===== config.mk =====
export PLATFORM = sky130hd
export DESIGN_NAME = touch_adc_conversion_control
export DESIGN_NICKNAME = d
export VERILOG_FILES = /design/src/rtl/adc_ctrl_pkg.sv /design/src/rtl/touch_adc_conversion_control.sv /design/src/rtl/conv_clk_div.sv
export VERILOG_INCLUDE_DIRS = /design/src /design/src/rtl
export SDC_FILE = /design/constraint.sdc
export NUM_CORES = 1
export LEC_CHECK = 0
export BUFFER_PORTS_ARGS = -buffer_cell sky130_fd_sc_hd__buf_2
export CAP_MARGIN = 5
export CORE_ASPECT_RATIO = 1.4
export CORE_MARGIN = 3
export CORE_UTILIZATION = 51
export CTS_CLUSTER_DIAMETER = 150
export CTS_CLUSTER_SIZE = 12
export DETAILED_ROUTE_END_ITERATION = 12
export PLACE_DENSITY = 0.68
export RECOVER_POWER = 50
export SETUP_SLACK_MARGIN = 0.5
export SYNTH_ARGS = -nofsm -noshare
export SYNTH_HDL_FRONTEND = slang
export SYNTH_SLANG_ARGS = --single-unit

===== constraint.sdc =====
create_clock -name core_clk_in -period 7.1 [get_ports core_clk_in]
set_input_delay 1.42 -clock core_clk_in [delete_from_list [all_inputs] [get_ports core_clk_in]]
set_output_delay 1.42 -clock core_clk_in [all_outputs]
set_load 0.02 [all_outputs]

===== src/rtl/adc_ctrl_regs.svh =====
// Purpose: register offsets, field positions, reset values and timing counts of the conversion control
// Assumes: 10 MHz core clock, word-indexed register port
// Notes: times are given in microseconds; cycle counts are derived from the clock rate
`ifndef ADC_CTRL_REGS_SVH
`define ADC_CTRL_REGS_SVH

`define CLK_MHZ            10
`define ADDR_W             4
`define REG_CFG            4'h0
`define REG_TIMING0        4'h1
`define REG_TIMING1        4'h2
`define REG_CMD            4'h3
`define REG_STATUS         4'h4
`define REG_RESULT         4'h5

// configuration register fields
`define CFG_RES_LSB        0
`define CFG_CLK_LSB        2
`define CFG_AVG_LSB        4
`define CFG_VREF_HI_BIT    6
`define CFG_REF_ON_BIT     7
`define CFG_EXT_REF_BIT    8
`define CFG_RESET          16'h0000

// timing fields, each in microseconds, 8 bits wide
`define TIM_STAB_LSB       0
`define TIM_REFUP_LSB      8
`define TIM_PRE_LSB        0
`define TIM_SENSE_LSB      8
`define TIM_RESET          16'h0101

// cycles per microsecond, at least one
`define CYC_PER_US         ((`CLK_MHZ < 1) ? 1 : `CLK_MHZ)

// command field
`define CMD_CHAN_LSB       0
`define CMD_TOUCH_BIT      3

`endif


===== src/rtl/adc_ctrl_pkg.sv =====
// Purpose: types shared by the conversion control files
// Assumes: nothing beyond the header
// Notes: none
package adc_ctrl_pkg;
	typedef enum logic [1:0] {RES_8, RES_10, RES_12, RES_RSVD} res_type;
	typedef enum logic [1:0] {CK_8M, CK_4M, CK_2M, CK_1M} ckrate_type;
	typedef enum logic [1:0] {AVG_1, AVG_4, AVG_8, AVG_16} avg_type;
	typedef enum logic [2:0] {CH_TOUCH_X, CH_TOUCH_Y, CH_TOUCH_Z, CH_BAT1, CH_BAT2, CH_AUX1, CH_AUX2, CH_TEMP}
		chan_type;
endpackage


===== src/rtl/touch_adc_conversion_control.sv =====
// Purpose: sequences touch and auxiliary conversions: reference power-up, settling, precharge, sense, averaging
// Assumes: the analog converter answers each sample request with a done pulse and raw data
// Notes:
// Notes on behaviour
// result resolution is 8, 10 or 12 bits, chosen by a setting
// conversion clock selectable at 8, 4, 2 or 1 MHz; the code gives 10, 5, 2 or 1 MHz from the 10 MHz core clock
// at 8 MHz only 8-bit resolution is allowed
// at 4 MHz 12-bit is refused; 12-bit needs 1 or 2 MHz
// wait programmable panel settling time after drivers switch on
// touch detect precharges, then senses, each for a programmable time
// average none, 4, 8 or 16 readings into one result
// all settings govern every conversion kind, not only touch
// touch position is ratiometric; other conversions use selected reference
// internal reference selectable between 1.2 V and 2.5 V
// internal reference powered down while no conversion runs
// always-on setting keeps the reference powered
// reference power-up delay before each conversion needing it
// external reference may replace the internal one for non-touch conversions
// delay and settling precede sampling; result only after all readings
//
// Implementation choices: the strobed register port and the register addresses.
`include "adc_ctrl_regs.svh"
module touch_adc_conversion_control
	import adc_ctrl_pkg::*;
#(
	parameter int DATA_W = 12
)
(
	input  wire logic                 core_clk_in,
	input  wire logic                 rstn_in,
	input  wire logic [`ADDR_W-1:0]   addr_in,
	input  wire logic [15:0]          wdata_in,
	input  wire logic                 wr_in,
	input  wire logic                 rd_in,
	output logic      [15:0]          rdata_out,
	input  wire logic                 adc_done_in,
	input  wire logic [DATA_W-1:0]    adc_data_in,
	input  wire logic                 touched_in,
	output logic                      adc_sample_out,
	output logic                      adc_clk_en_out,
	output logic      [1:0]           adc_res_out,
	output logic      [2:0]           adc_chan_out,
	output logic                      drivers_on_out,
	output logic                      precharge_out,
	output logic                      sense_out,
	output logic                      ratiometric_out,
	output logic                      ref_power_out,
	output logic                      ref_2v5_out,
	output logic                      ref_ext_out,
	output logic                      busy_out
);
	// the trim to 8 and 10 bits assumes a 12-bit raw sample
	if (DATA_W != 12)
	begin : g_width_check
		$error("DATA_W must be 12");
	end

	typedef enum logic [2:0] {S_IDLE, S_REFUP, S_SETTLE, S_PRE, S_SENSE, S_SAMPLE, S_WAIT, S_DONE} seq_type;

	logic [1:0]        rst_sync_ff;
	logic              rst_n;
	logic [15:0]       cfg_ff;
	logic [15:0]       tim0_ff;
	logic [15:0]       tim1_ff;
	logic [3:0]        cmd_ff;
	seq_type           state_ff;
	logic [15:0]       cnt_ff;
	logic [4:0]        left_ff;
	logic [DATA_W+3:0] acc_ff;
	logic [DATA_W-1:0] result_ff;
	logic              valid_ff;
	logic              untouched_ff;
	logic              cfg_err_ff;
	logic [1:0]        adc_done_sync_ff;
	logic [1:0]        touched_sync_ff;
	logic              tick;
	logic              start;
	logic              is_touch;
	logic              need_ref;

	res_type    res;
	ckrate_type ckr;
	avg_type    avg;

	assign rst_n    = rst_sync_ff[1];
	assign res      = res_type'(cfg_ff[`CFG_RES_LSB +: 2]);
	assign ckr      = ckrate_type'(cfg_ff[`CFG_CLK_LSB +: 2]);
	assign avg      = avg_type'(cfg_ff[`CFG_AVG_LSB +: 2]);
	assign is_touch = cmd_ff[`CMD_TOUCH_BIT];
	assign need_ref = !is_touch && !cfg_ff[`CFG_EXT_REF_BIT] && !cfg_ff[`CFG_REF_ON_BIT];
	assign start    = wr_in && (addr_in == `REG_CMD) && (state_ff == S_IDLE);

	// microsecond count to core cycles
	function automatic logic [15:0] us_cycles(input logic [7:0] us);
		us_cycles = 16'(us) * 16'(`CYC_PER_US);
	endfunction

	function automatic logic [4:0] avg_count(input avg_type a);
		case (a)
			AVG_4:   avg_count = 5'd4;
			AVG_8:   avg_count = 5'd8;
			AVG_16:  avg_count = 5'd16;
			default: avg_count = 5'd1;
		endcase
	endfunction

	// resolution and clock pairing check
	function automatic logic pair_ok(input res_type r, input ckrate_type c);
		case (r)
			RES_8:   pair_ok = 1'b1;
			RES_10:  pair_ok = (c != CK_8M);
			RES_12:  pair_ok = (c == CK_2M) || (c == CK_1M);
			default: pair_ok = 1'b0;
		endcase
	endfunction

	always_ff @(posedge core_clk_in or negedge rstn_in)
	begin
		if (!rstn_in)
			rst_sync_ff <= 2'b00;
		else
			rst_sync_ff <= {rst_sync_ff[0], 1'b1};
	end

	conv_clk_div u_div
	(
		.clk_in   (core_clk_in),
		.rst_n_in (rst_n),
		.rate_in  (ckr),
		.tick_out (tick)
	);

	// adc done and the touch level come from the analog side, so both are resynchronised
	always_ff @(posedge core_clk_in or negedge rst_n)
	begin
		if (!rst_n)
			{touched_sync_ff, adc_done_sync_ff} <= 4'h0;
		else
			{touched_sync_ff, adc_done_sync_ff} <= {touched_sync_ff[0], touched_in, adc_done_sync_ff[0], adc_done_in};
	end

	// configuration writes; an illegal resolution and clock pairing is refused and flagged
	always_ff @(posedge core_clk_in or negedge rst_n)
	begin
		if (!rst_n)
		begin
			cfg_ff     <= `CFG_RESET;
			tim0_ff    <= `TIM_RESET;
			tim1_ff    <= `TIM_RESET;
			cfg_err_ff <= 1'b0;
		end
		else if (wr_in && state_ff == S_IDLE)
		begin
			case (addr_in)
				`REG_CFG:
				begin
					if (pair_ok(res_type'(wdata_in[`CFG_RES_LSB +: 2]),
					            ckrate_type'(wdata_in[`CFG_CLK_LSB +: 2])))
					begin
						cfg_ff     <= wdata_in & 16'h01ff;
						cfg_err_ff <= 1'b0;
					end
					else
						cfg_err_ff <= 1'b1;
				end
				`REG_TIMING0: tim0_ff <= wdata_in;
				`REG_TIMING1: tim1_ff <= wdata_in;
				default: ;
			endcase
		end
	end

	always_ff @(posedge core_clk_in or negedge rst_n)
	begin
		if (!rst_n)
			cmd_ff <= 4'h0;
		else if (start)
			cmd_ff <= wdata_in[3:0];
	end

	// sequencer: one setting set governs every conversion kind
	always_ff @(posedge core_clk_in or negedge rst_n)
	begin
		if (!rst_n)
		begin
			state_ff     <= S_IDLE;
			cnt_ff       <= 16'h0;
			left_ff      <= 5'd0;
			acc_ff       <= '0;
			untouched_ff <= 1'b0;
		end
		else
		begin
			case (state_ff)
				S_IDLE:
				begin
					if (start)
					begin
						state_ff <= S_REFUP;
						cnt_ff   <= 16'h0;
						acc_ff   <= '0;
						left_ff  <= avg_count(avg);
					end
				end
				S_REFUP:
				begin
					cnt_ff <= cnt_ff + 16'h1;
					if (!need_ref || cnt_ff + 16'h1 >= us_cycles(tim0_ff[`TIM_REFUP_LSB +: 8]))
					begin
						state_ff <= S_SETTLE;
						cnt_ff   <= 16'h0;
					end
				end
				S_SETTLE:
				begin
					cnt_ff <= cnt_ff + 16'h1;
					if (cnt_ff + 16'h1 >= us_cycles(tim0_ff[`TIM_STAB_LSB +: 8]))
					begin
						state_ff <= is_touch ? S_PRE : S_SAMPLE;
						cnt_ff   <= 16'h0;
					end
				end
				S_PRE:
				begin
					cnt_ff <= cnt_ff + 16'h1;
					if (cnt_ff + 16'h1 >= us_cycles(tim1_ff[`TIM_PRE_LSB +: 8]))
					begin
						state_ff <= S_SENSE;
						cnt_ff   <= 16'h0;
					end
				end
				S_SENSE:
				begin
					cnt_ff <= cnt_ff + 16'h1;
					if (cnt_ff + 16'h1 >= us_cycles(tim1_ff[`TIM_SENSE_LSB +: 8]))
					begin
						cnt_ff <= 16'h0;
						if (touched_sync_ff[1])
							state_ff <= S_SAMPLE;
						else
						begin
							untouched_ff <= 1'b1;
							state_ff     <= S_DONE;
						end
					end
				end
				S_SAMPLE:
				begin
					untouched_ff <= 1'b0;
					if (tick)
						state_ff <= S_WAIT;
				end
				S_WAIT:
				begin
					if (adc_done_sync_ff[1])
					begin
						acc_ff  <= acc_ff + (DATA_W+4)'(adc_data_in);
						left_ff <= left_ff - 5'd1;
						state_ff <= (left_ff == 5'd1) ? S_DONE : S_SAMPLE;
					end
				end
				S_DONE:
					state_ff <= S_IDLE;
				default:
					state_ff <= S_IDLE;
			endcase
		end
	end

	// average and trim to the chosen resolution; the low bits are dropped, not rounded
	always_ff @(posedge core_clk_in or negedge rst_n)
	begin
		if (!rst_n)
		begin
			result_ff <= '0;
			valid_ff  <= 1'b0;
		end
		else if (state_ff == S_DONE && !untouched_ff)
		begin
			valid_ff <= 1'b1;
			case (res)
				RES_8:   result_ff <= avg_div(acc_ff, avg) >> 4;
				RES_10:  result_ff <= avg_div(acc_ff, avg) >> 2;
				default: result_ff <= avg_div(acc_ff, avg);
			endcase
		end
		else if (rd_in && addr_in == `REG_RESULT)
			valid_ff <= 1'b0;
	end

	function automatic logic [DATA_W-1:0] avg_div(input logic [DATA_W+3:0] a, input avg_type g);
		case (g)
			AVG_4:   avg_div = a[DATA_W+1:2];
			AVG_8:   avg_div = a[DATA_W+2:3];
			AVG_16:  avg_div = a[DATA_W+3:4];
			default: avg_div = a[DATA_W-1:0];
		endcase
	endfunction

	// analog side controls, all registered
	always_ff @(posedge core_clk_in or negedge rst_n)
	begin
		if (!rst_n)
		begin
			adc_sample_out  <= 1'b0;
			adc_clk_en_out  <= 1'b0;
			adc_res_out     <= 2'b00;
			adc_chan_out    <= 3'h0;
			drivers_on_out  <= 1'b0;
			precharge_out   <= 1'b0;
			sense_out       <= 1'b0;
			ratiometric_out <= 1'b0;
			ref_power_out   <= 1'b0;
			ref_2v5_out     <= 1'b0;
			ref_ext_out     <= 1'b0;
			busy_out        <= 1'b0;
		end
		else
		begin
			adc_sample_out  <= (state_ff == S_SAMPLE) && tick;
			adc_clk_en_out  <= tick;
			adc_res_out     <= cfg_ff[`CFG_RES_LSB +: 2];
			adc_chan_out    <= cmd_ff[`CMD_CHAN_LSB +: 3];
			drivers_on_out  <= (state_ff != S_IDLE) && (state_ff != S_REFUP) && (state_ff != S_DONE);
			precharge_out   <= (state_ff == S_PRE);
			sense_out       <= (state_ff == S_SENSE);
			ratiometric_out <= is_touch;
			ref_power_out   <= cfg_ff[`CFG_REF_ON_BIT] || (!is_touch && state_ff != S_IDLE);
			ref_2v5_out     <= cfg_ff[`CFG_VREF_HI_BIT];
			ref_ext_out     <= cfg_ff[`CFG_EXT_REF_BIT] && !is_touch;
			busy_out        <= (state_ff != S_IDLE) || start;
		end
	end

	// read port, data one cycle after the strobe
	always_ff @(posedge core_clk_in or negedge rst_n)
	begin
		if (!rst_n)
			rdata_out <= 16'h0;
		else if (rd_in)
		begin
			case (addr_in)
				`REG_CFG:     rdata_out <= cfg_ff;
				`REG_TIMING0: rdata_out <= tim0_ff;
				`REG_TIMING1: rdata_out <= tim1_ff;
				`REG_CMD:     rdata_out <= {12'h0, cmd_ff};
				`REG_STATUS:  rdata_out <= {12'h0, cfg_err_ff, untouched_ff, valid_ff, state_ff != S_IDLE};
				`REG_RESULT:  rdata_out <= {4'h0, result_ff};
				default:      rdata_out <= 16'h0;
			endcase
		end
		else
			rdata_out <= 16'h0;
	end
endmodule // touch_adc_conversion_control


===== src/rtl/conv_clk_div.sv =====
// Purpose: divides the core clock into conversion clock enable pulses
// Assumes: core clock at 10 MHz; rates are approximated by whole-cycle periods
// Notes: 8 MHz cannot be reached from 10 MHz, so it becomes one pulse every cycle
`include "adc_ctrl_regs.svh"
module conv_clk_div
	import adc_ctrl_pkg::*;
(
	input  wire logic       clk_in,
	input  wire logic       rst_n_in,
	input  wire ckrate_type rate_in,
	output logic            tick_out
);
	logic [3:0] cnt_ff;
	logic [3:0] top;

	always_comb
	begin
		case (rate_in)
			CK_8M:   top = 4'h0;
			CK_4M:   top = 4'h1;
			CK_2M:   top = 4'h4;
			CK_1M:   top = 4'h9;
			default: top = 4'h9;
		endcase
	end

	always_ff @(posedge clk_in or negedge rst_n_in)
	begin
		if (!rst_n_in)
		begin
			cnt_ff   <= 4'h0;
			tick_out <= 1'b0;
		end
		else if (cnt_ff >= top)
		begin
			cnt_ff   <= 4'h0;
			tick_out <= 1'b1;
		end
		else
		begin
			cnt_ff   <= cnt_ff + 4'h1;
			tick_out <= 1'b0;
		end
	end
endmodule // conv_clk_div


==> results of run 1 <==
[final timing paths]
check / start / slack, ns / cells after the start / end
max: tim0_ff[1] / 2.76 / 16 / cnt_ff[5]
min: touched_sync_ff[0] / 0.35 / 0 / touched_sync_ff[1]
max reg2reg: tim0_ff[1] / 2.76 / 16 / cnt_ff[5]
min reg2reg: touched_sync_ff[0] / 0.35 / 0 / touched_sync_ff[1]
max in group asynchronous: rst_sync_ff[1] / 3.69 / 1 / cnt_ff[5]
min in group asynchronous: rstn_in / 0.75 / 1 / rst_sync_ff[1]
[power groups by stage]
| stage | sequential [mW] | clock, mW | combinational (mW) |
|---|---|---|---|
| after floorplan | 1.25 | 0 | 1.31 |
| after global placement | 1.36 | 0 | 1.62 |
| after detailed placement | 1.36 | 0 | 1.65 |
| after CTS | 1.35 | 0.920 | 1.67 |
| after global routing | 1.39 | 0.953 | 1.89 |
| final | 1.35 | 0.911 | 1.66 |
[worst reg2reg max path, cell delays in order (launching register included)]
cell and delay [ns]:
dfrtp_1 0.40, ha_1 0.31, ha_1 0.23, fa_1 0.41
a21oi_1 0.15, nor2_1 0.05, nor2_1 0.14, o21bai_1 0.08
a21oi_1 0.17, xor2_1 0.16, ha_1 0.25, nor2b_1 0.13
o21ai_0 0.15, nand4b_1 0.14, o32ai_1 0.86, o21ai_1 0.32
o31ai_1 0.30
[final cells by class]
class / instances / area, um^2 / area share
Inverter: 43 / 161 / 0.0157
Clock inverter: 15 / 174 / 0.0169
Clock buffer: 17 / 425 / 0.0413
Tap cell: 236 / 295 / 0.0286
Sequential cell: 142 / 3560 / 0.345
Multi-Input combinational cell: 693 / 5310 / 0.515
Timing Repair Buffer: 74 / 380 / 0.0369
[routing by layer]
| layer | GRT usage | share of wire | up-vias |
|---|---|---|---|
| met3 | 0.0397 | 0.041 | 67 |
| met1 | 0.263 | 0.38 | 3485 |
| li1 | - | - | 3444 |
| met4 | 0.118 | 0.047 | 0 |
| met2 | 0.448 | 0.53 | 196 |
| met5 | 0 | 0 | - |
[cells in the final DEF, fill, tap and decap left out, types with 6 or more instances in the layout]
master,instances
a21oi_1,51
o21bai_1,10
and2_1,9
inv_1,43
buf_2,67
a22oi_1,21
mux2i_1,9
nor2b_1,14
a222oi_1,6
dfrtp_1,138
a22o_1,7
and3_1,8
xnor2_1,27
ha_1,111
nand2_1,85
xor2_1,19
nand2b_1,7
mux4_2,12
nor2_1,51
inv_6,6
o21ai_0,67
clkbuf_16,17
a21o_1,13
mux2_2,39
nand4_1,9
nor3_1,11
nand3_1,30
[sequential cells by signal, summed over array words and instances (netlist names), 3 cells and up]
signal and cells:
adc_chan_out 3, cnt_ff 16, result_ff 12, state_ff 3
acc_ff 16, left_ff 5, tim1_ff 16, tim0_ff 16
rdata_out 16, cfg_ff 9, cmd_ff 4, u_div.cnt_ff 4
[per-stage QoR]
step                      cells  utilization
after floorplan             912            -
after global placement     1188        0.556
after detailed placement   1188        0.556
after CTS                  1220        0.590
after global routing       1220        0.590
final                      1220        0.590
[cells by family (layout without fill, tap and decap cells)]
kind of cell | count (synthesis) | in the layout | share of synthesized area
simple gates | 249 | 249 | 0.130
compound gates | 221 | 221 | 0.155
flops | 142 | 142 | 0.388
fa+ha+maj | 116 | 116 | 0.162
buf+inv | 77 | 149 | 0.0329
mux | 60 | 60 | 0.0872
xor+xnor | 46 | 46 | 0.0439
other cells | 1 | 1 | 0.000409
==> run metrics, run 1 <==
drt pass-1 iters=5; power density over cell area=381 nW/um^2; synthesized flop and latch total=142; prevailing post-synth register cell=dfrtp_1; sw frac=0.409; area delta synth->final=12.4%; clock sinks=142; cts bufs inserted=17; Synth area leader=dfrtp_1; MaxCap Viol Count=1; Reg clk slew, reported paths=0.06 ns; CP top delay family=compound AO/OA/AOI/OAI gates; worst-path cell chain=ha_1 > ha_1 > fa_1 > a21oi_1 > nor2_1 > nor2_1 > o21bai_1 > a21oi_1 > xor2_1 > ha_1 > nor2b_1 > o21ai_0 > nand4b_1 > o32ai_1 > o21ai_1 > o31ai_1; io pins=69; H-tree depth=4; crit path kind=register to register; top-count cell post-synth=dfrtp_1; worst rel slew slack=-1.08; share of the synthesized area in the top cell type=0.377; Setup Fix Bufs, Post-CTS=0; hold_buf cts=0; Layout fillers=1507; Seq/Total Area, Yosys=0.388; yosys warns=0; placed inst area=9720 um^2; syn_area_per_cell=10.1 um^2; sequential power share=0.343; drt drc=0; Final period util=0.611; # resized after CTS=0; Netlist cell types=66; clk root buf=clkbuf_16; pre-CTS WS=2.84 ns; net switching power=1.60 mW; # nets final=1125; Chip Width=119 um; Fin Clk Skew=0.00761 ns; Design Power=3.92 mW; initial antenna violation count=0; clock tree buffer depth=2; largest net degree at the start of global routing=82; final setup vio count=0; ratio of cells with drive above 1 in the final layout=0.169; internal power=2.32 mW; crit path max fanout=8; list of most frequent post-synthesis cells=dfrtp_1, ha_1, nand2_1; worst path arrival time=4.67 ns; Synth Instances=912; clock power share=0.232; post-DP HPWL=17.2 mm; vias per cell=5.90; Setup WS post-layout=2.76 ns; status=finished with violations; gr usage total=0.240; Synth Cell Area=9170 um^2; global-route wire length before repair=36.9 mm; Final Max Slew Viols=82; Worst EP required=7.43 ns; P_leak=4.99 nW; clock latency on the worst-skew pair=0.43 ns; routed vias=7192; I/O Buffers=68; Routability Congestion=0.882; WHS=0.351 ns; Total Wirelength=22.9 mm; Largest stage delay, worst path=0.86 ns; Combinational Power Share=0.424; Worst VDD drop=0.000211 V; critical path capture point type=register; Slew @ Worst Pin=3.13 ns; die height=165 um; most used cell, CP=ha_1; vias in the first global route=7264; routed length per instance=18.8 um; Min Clock Period, post-route=4.34 ns; failing checks=max-capacitance violations, max-slew violations; CP Buf/Inv Count=0; number of enable flip-flop cells after synthesis=0; total inserted antenna cells=0; slowest cell on the critical path=o32ai_1; CTS tree=yes; Fin. Hold Viols=0; RSZ-0062 raised after global routing=false; Finished Cell Area=10300 um^2; synth top area cells=dfrtp_1, ha_1, mux2_2; Syn Nets=1066; core area=17500 um^2; CP startpoint kind=register; row cnt=57; setup_tns=0 ns; grt ovf=0; Synth async-reset ratio=1.00; Starting Density=0.525; Starting DRT DRC Count=678; worst min path class=register to register; die area=19600 um^2; fmax=230 MHz; Final ANT Viol Nets=0
No activity file was read; power rests on OpenSTA's default activity.
==> run 2, diff against run 1 <==
==> constraint.sdc (replaced) <==
create_clock -name core_clk_in -period 4.55 [get_ports core_clk_in]
set_input_delay 0.91 -clock core_clk_in [delete_from_list [all_inputs] [get_ports core_clk_in]]
set_output_delay 0.91 -clock core_clk_in [all_outputs]
set_load 0.02 [all_outputs]
==> run metrics, run 2 (synthesis results as in run 1) <==
CP Buf/Inv Count=0 (unchanged); Total Wirelength=23.5 mm (was 22.9 mm); vias in the first global route=7258 (was 7264); Chip Width=119 um (unchanged); CTS tree=yes (unchanged); power density over cell area=594 nW/um^2 (was 381 nW/um^2); DR top layer=met4 (unchanged); Post-Layout Cell Count=1240 (was 1220); Final period util=0.867 (was 0.611); CP top delay family=compound AO/OA/AOI/OAI gates (unchanged); drt pass-1 iters=6 (was 5); Worst R2R Path Depth=15 (was 16); worst rel slew slack=-0.829 (was -1.08); clock sinks=142 (unchanged); vias per cell=5.87 (was 5.90); row cnt=57 (unchanged); Starting DRT DRC Count=473 (was 678); Min Clock Period, post-route=3.95 ns (was 4.34 ns); RR Startpoint=tim1_ff[9] (was tim0_ff[1]); Worst VDD drop=0.000320 V (was 0.000211 V); ratio of cells with drive above 1 in the final layout=0.211 (was 0.169); # nets final=1145 (was 1125); routed length per instance=18.9 um (was 18.8 um); I/O Buffers=68 (unchanged); commonest non-fill, non-tap cell in the layout=dfrtp_1 (unchanged); Fin Clk Skew=0.00982 ns (was 0.00761 ns); io pins=69 (unchanged); P_leak=5.09 nW (was 4.99 nW); Seq. cell area=3560 um^2 (about the same); post-DP HPWL=17.3 mm (was 17.2 mm); die area=19600 um^2 (unchanged); Final Max Slew Viols=68 (was 82); initial antenna violation count=0 (unchanged); Worst EP required=4.86 ns (was 7.43 ns); status=finished with violations (unchanged); setup_tns=0 ns (unchanged); final setup vio count=0 (unchanged); worst min path class=input pin to asynchronous set/reset pin (was register to register); H-tree depth=4 (unchanged); worst r2r dst=state_ff[1] (was cnt_ff[5]); Met2 Wirelength=12.5 mm (was 12.1 mm); most frequent cells in the layout=dfrtp_1, ha_1, nand2_1 (unchanged); reg2reg setup slack=0.60 ns (was 2.76 ns); DP Cell Count=1198 (was 1188); MaxCap Viol Count=1 (unchanged); Fin. Hold Viols=0 (unchanged); area delta synth->final=14.9% (was 12.4%); crit path kind=register to register (unchanged); Final ANT Viol Nets=0 (unchanged); critical path capture point type=register (unchanged); cts bufs inserted=17 (unchanged); Multi-input gate area=5430 um^2 (was 5310 um^2); slowest cell on the critical path=or4_1 (was o32ai_1); total inserted antenna cells=0 (unchanged); core area=17500 um^2 (unchanged); failing checks=max-capacitance violations, max-slew violations (unchanged); global-route wire length before repair=37.7 mm (was 36.9 mm); die height=165 um (unchanged); CP startpoint kind=register (unchanged); worst-path cell chain=ha_1 > ha_2 > fa_2 > a21o_1 > a21oi_2 > o21bai_1 > a21oi_2 > xor2_1 > ha_1 > nand3_1 > nor3_2 > nand3_1 > a211o_4 > or4_1 > a32o_1 (was ha_1 > ha_1 > fa_1 > a21oi_1 > nor2_1 > nor2_1 > o21bai_1 > a21oi_1 > xor2_1 > ha_1 > nor2b_1 > o21ai_0 > nand4b_1 > o32ai_1 > o21ai_1 > o31ai_1); routed wire length on met3=773 um (was 945 um); Reg clk slew, reported paths=0.07 ns (was 0.06 ns); clk root buf=clkbuf_16 (unchanged); clock tree buffer depth=2 (unchanged); routed vias=7275 (was 7192); RSZ-0062 raised after global routing=false (unchanged); largest net degree at the start of global routing=68 (was 82); gr usage total=0.245 (was 0.240); drt drc=0 (unchanged); fmax=253 MHz (was 230 MHz); grt ovf=0 (unchanged); crit path max fanout=6 (was 8); Slew @ Worst Pin=2.74 ns (was 3.13 ns); Routability Congestion=0.889 (was 0.882); clock latency on the worst-skew pair=0.43 ns (about the same); Largest stage delay, worst path=0.52 ns (was 0.86 ns); Starting Density=0.525 (unchanged); worst path arrival time=4.26 ns (was 4.67 ns); Layout fillers=1504 (was 1507); WL met1=9.10 mm (was 8.82 mm)
[run 2: cell count changes in the layout (fill, tap and decap cells not counted), moves of 3 or more]
cell | before | now
fa_2 | 0 | 3
buf_4 | 5 | 24
a21oi_2 | 1 | 11
a21oi_1 | 51 | 41
fa_1 | 5 | 2
clkinv_4 | 4 | 1
[run 2: metrics by stage]
step,util,hold WS [ns],worst slack (ns),total power [mW],instance area (um^2)
5_1_grt,0.603,0.246,0.482,6.76,10500
4_1_cts,0.595,0.230,0.509,6.13,10400
2_1_floorplan,-,0.331,0.689,3.99,9170
3_3_place_gp,0.560,0.334,0.458,4.63,9790
6_report,0.603,0.250,0.604,6.26,10500
3_5_place_dp,0.560,0.341,0.358,4.70,9790
[run 2: how the worst max path moves through the flow]
stage / from / to / slack, ns / cells past startpoint
4_1_cts: tim0_ff[3] / state_ff[1] / 0.51 / 16
2_1_floorplan: tim1_ff[9] / state_ff[1] / 0.69 / 16
3_5_place_dp: tim0_ff[3] / state_ff[1] / 0.36 / 16
5_1_grt: tim1_ff[9] / state_ff[1] / 0.48 / 15
3_3_place_gp: tim0_ff[3] / state_ff[1] / 0.46 / 16
6_report: tim1_ff[9] / state_ff[1] / 0.60 / 15
[run 2: layer usage]
layer  up-vias  GRT usage
li1       3488          -
met1      3536      0.275
met2       183      0.452
met3        68     0.0343
met4         0      0.120
met5         -          0
[run 2: power by group]
group,internal (mW),switching [mW]
clock,0.732,0.607
combinational,1.28,1.51
sequential,1.62,0.494
[run 2: timing repair]
item	in CTS	in global routing
setup buffers	2	8
pin swaps	1	7
endpoints found under the hold margin	0	0
gates resized for setup	5	27
setup endpoints to repair	14	15
hold buffers	0	0
[run 2: cell type report]
class	instances	area share
flip-flops and latches	142	0.338
repair buffers	94	0.0501
inverters	43	0.0153
well taps	236	0.0280
clock buffers	18	0.0417
clock inverters	14	0.0116
multi-input cells	693	0.515
==> run 3, diff against run 2 <==
--- a/config.mk
+++ b/config.mk
@@ -16,6 +16,7 @@
 export DETAILED_ROUTE_END_ITERATION = 12
 export PLACE_DENSITY = 0.68
 export RECOVER_POWER = 50
+export REMOVE_ABC_BUFFERS = 1
 export SETUP_SLACK_MARGIN = 0.5
 export SYNTH_ARGS = -nofsm -noshare
 export SYNTH_HDL_FRONTEND = slang
==> constraint.sdc (replaced) <==
create_clock -name core_clk_in -period 5 [get_ports core_clk_in]
set_input_delay 1 -clock core_clk_in [delete_from_list [all_inputs] [get_ports core_clk_in]]
set_output_delay 1 -clock core_clk_in [all_outputs]
set_load 0.02 [all_outputs]
==> run metrics, run 3 (synthesis results as in run 1) <==
Starting Density=0.525 (unchanged); die area=19600 um^2 (unchanged); Slew @ Worst Pin=2.28 ns (was 2.74 ns); initial antenna violation count=0 (unchanged); global-route wire length before repair=37.4 mm (was 37.7 mm); failing checks=max-capacitance violations, max-slew violations (unchanged); fmax=238 MHz (was 253 MHz); vias in the first global route=7309 (was 7258); Final Max Slew Viols=94 (was 68); Starting DRT DRC Count=435 (was 473); clock latency on the worst-skew pair=0.43 ns (about the same); Post-Layout Cell Count=1225 (was 1240); CP startpoint kind=register (unchanged); Setup WS post-layout=0.801 ns (was 0.604 ns); most frequent cells in the layout=dfrtp_1, ha_1, nand2_1 (unchanged); clk root buf=clkbuf_16 (unchanged); die height=165 um (unchanged); Largest stage delay, worst path=0.53 ns (was 0.52 ns); area delta synth->final=12.3% (was 14.9%); Worst EP required=5.31 ns (was 4.86 ns); # nets final=1130 (was 1145); Core Util, Final=0.589 (was 0.603); drt drc=0 (unchanged); Final ANT Viol Nets=0 (unchanged); setup_tns=0 ns (unchanged); total inserted antenna cells=0 (unchanged); worst min path class=input pin to asynchronous set/reset pin (unchanged); Finished Cell Area=10300 um^2 (was 10500 um^2); Min Clock Period, post-route=4.20 ns (was 3.95 ns); row cnt=57 (unchanged); RSZ-0062 raised after global routing=false (unchanged); P_leak=4.98 nW (was 5.09 nW); cts bufs inserted=17 (unchanged); commonest non-fill, non-tap cell in the layout=dfrtp_1 (unchanged); H-tree depth=4 (unchanged); vias per cell=5.91 (was 5.87); DP Cell Count=1193 (was 1198); Worst VDD drop=0.000317 V (was 0.000320 V); Final period util=0.840 (was 0.867); placed inst area=9750 um^2 (was 9790 um^2); CTS tree=yes (unchanged); worst-path cell chain=ha_1 > ha_1 > fa_1 > a21o_1 > a21oi_1 > o21bai_1 > a21oi_1 > xor2_1 > ha_1 > nand3_1 > nor3_1 > nand3_1 > a211o_2 > or4_1 > a32o_1 (was ha_1 > ha_2 > fa_2 > a21o_1 > a21oi_2 > o21bai_1 > a21oi_2 > xor2_1 > ha_1 > nand3_1 > nor3_2 > nand3_1 > a211o_4 > or4_1 > a32o_1); io pins=69 (unchanged); status=finished with violations (unchanged); Total Wirelength=23.2 mm (was 23.5 mm); WHS=0.340 ns (was 0.250 ns); Reg clk slew, reported paths=0.06 ns (was 0.07 ns); worst path arrival time=4.51 ns (was 4.26 ns); Design Power=5.50 mW (was 6.26 mW); Routability Congestion=0.923 (was 0.889); Fin Clk Skew=0.00896 ns (was 0.00982 ns); drt pass-1 iters=5 (was 6); Setup Fix Bufs, Post-CTS=0 (was 2); power density over cell area=535 nW/um^2 (was 594 nW/um^2); ratio of cells with drive above 1 in the final layout=0.172 (was 0.211); worst rel slew slack=-0.517 (was -0.829); core area=17500 um^2 (unchanged); largest net degree at the start of global routing=59 (was 68); pre-CTS WS=0.757 ns (was 0.358 ns); crit path kind=register to register (unchanged); slowest cell on the critical path=or4_1 (unchanged); routed vias=7242 (was 7275); grt ovf=0 (unchanged); final setup vio count=0 (unchanged); gr usage total=0.244 (was 0.245); post-DP HPWL=17.4 mm (was 17.3 mm); crit path max fanout=10 (was 6); clock tree buffer depth=2 (unchanged); I/O Buffers=68 (unchanged); Chip Width=119 um (unchanged); critical path capture point type=register (unchanged); Fin. Hold Viols=0 (unchanged); most used cell, CP=ha_1; MaxCap Viol Count=2 (was 1); routed length per instance=18.9 um (about the same); clock sinks=142 (unchanged)
## run 3: cell count changes in the layout (fill, tap and decap cells not counted), moves of 3 or more
| cell | before | now |
|---|---|---|
| inv_8 | 3 | 0 |
| fa_2 | 3 | 0 |
| a21oi_1 | 41 | 51 |
| buf_4 | 24 | 8 |
| clkbuf_1 | 2 | 6 |
| inv_6 | 6 | 3 |
| fa_1 | 2 | 5 |
| a21oi_2 | 11 | 1 |
## run 3: routing by layer
layer	GRT usage	routed length [um]	vias up
met4	0.124	899	0
met5	0	0	-
met2	0.440	12200	189
met1	0.279	9300	3540
met3	0.0401	805	59
li1	-	-	3454
## run 3: what timing repair did
item,in CTS,in global routing
hold buffers,0,0
setup endpoints to repair,0,7
resized for setup,0,2
## run 3: path summary, 6_finish.rpt
kind,cells past startpoint,end,startpoint,slack (ns)
hold reg to reg,0,rst_sync_ff[1],rst_sync_ff[0],0.35
setup reg to reg,15,state_ff[1],tim1_ff[9],0.80
min in group core_clk_in,0,rst_sync_ff[1],rst_sync_ff[0],0.35
hold / removal,1,rst_sync_ff[0],rstn_in,0.34
max in group asynchronous,1,rdata_out[12],rst_sync_ff[1],1.55
setup / recovery,15,state_ff[1],tim1_ff[9],0.80
## run 3: area by class of cell
type / instances / area, um^2
fill: 1531 / 7180
multi-input combinational: 693 / 5320
sequential: 142 / 3560
clock buffer: 21 / 460
timing repair buffer: 79 / 410
tap: 236 / 295
inverter: 43 / 161
clock inverter: 11 / 83.8
## run 3: power breakdown
group | switching (mW) | internal [mW]
clock | 0.522 | 0.664
sequential | 0.429 | 1.48
combinational | 1.33 | 1.08
## run 3: critical path: cells and delay by family (launching register included)
kind / cells / cell delay, ns
xor+xnor: 1 / 0.09
simple gates: 4 / 0.92
compound gates: 6 / 1.40
fa+ha+maj: 4 / 1.26
flops: 1 / 0.41
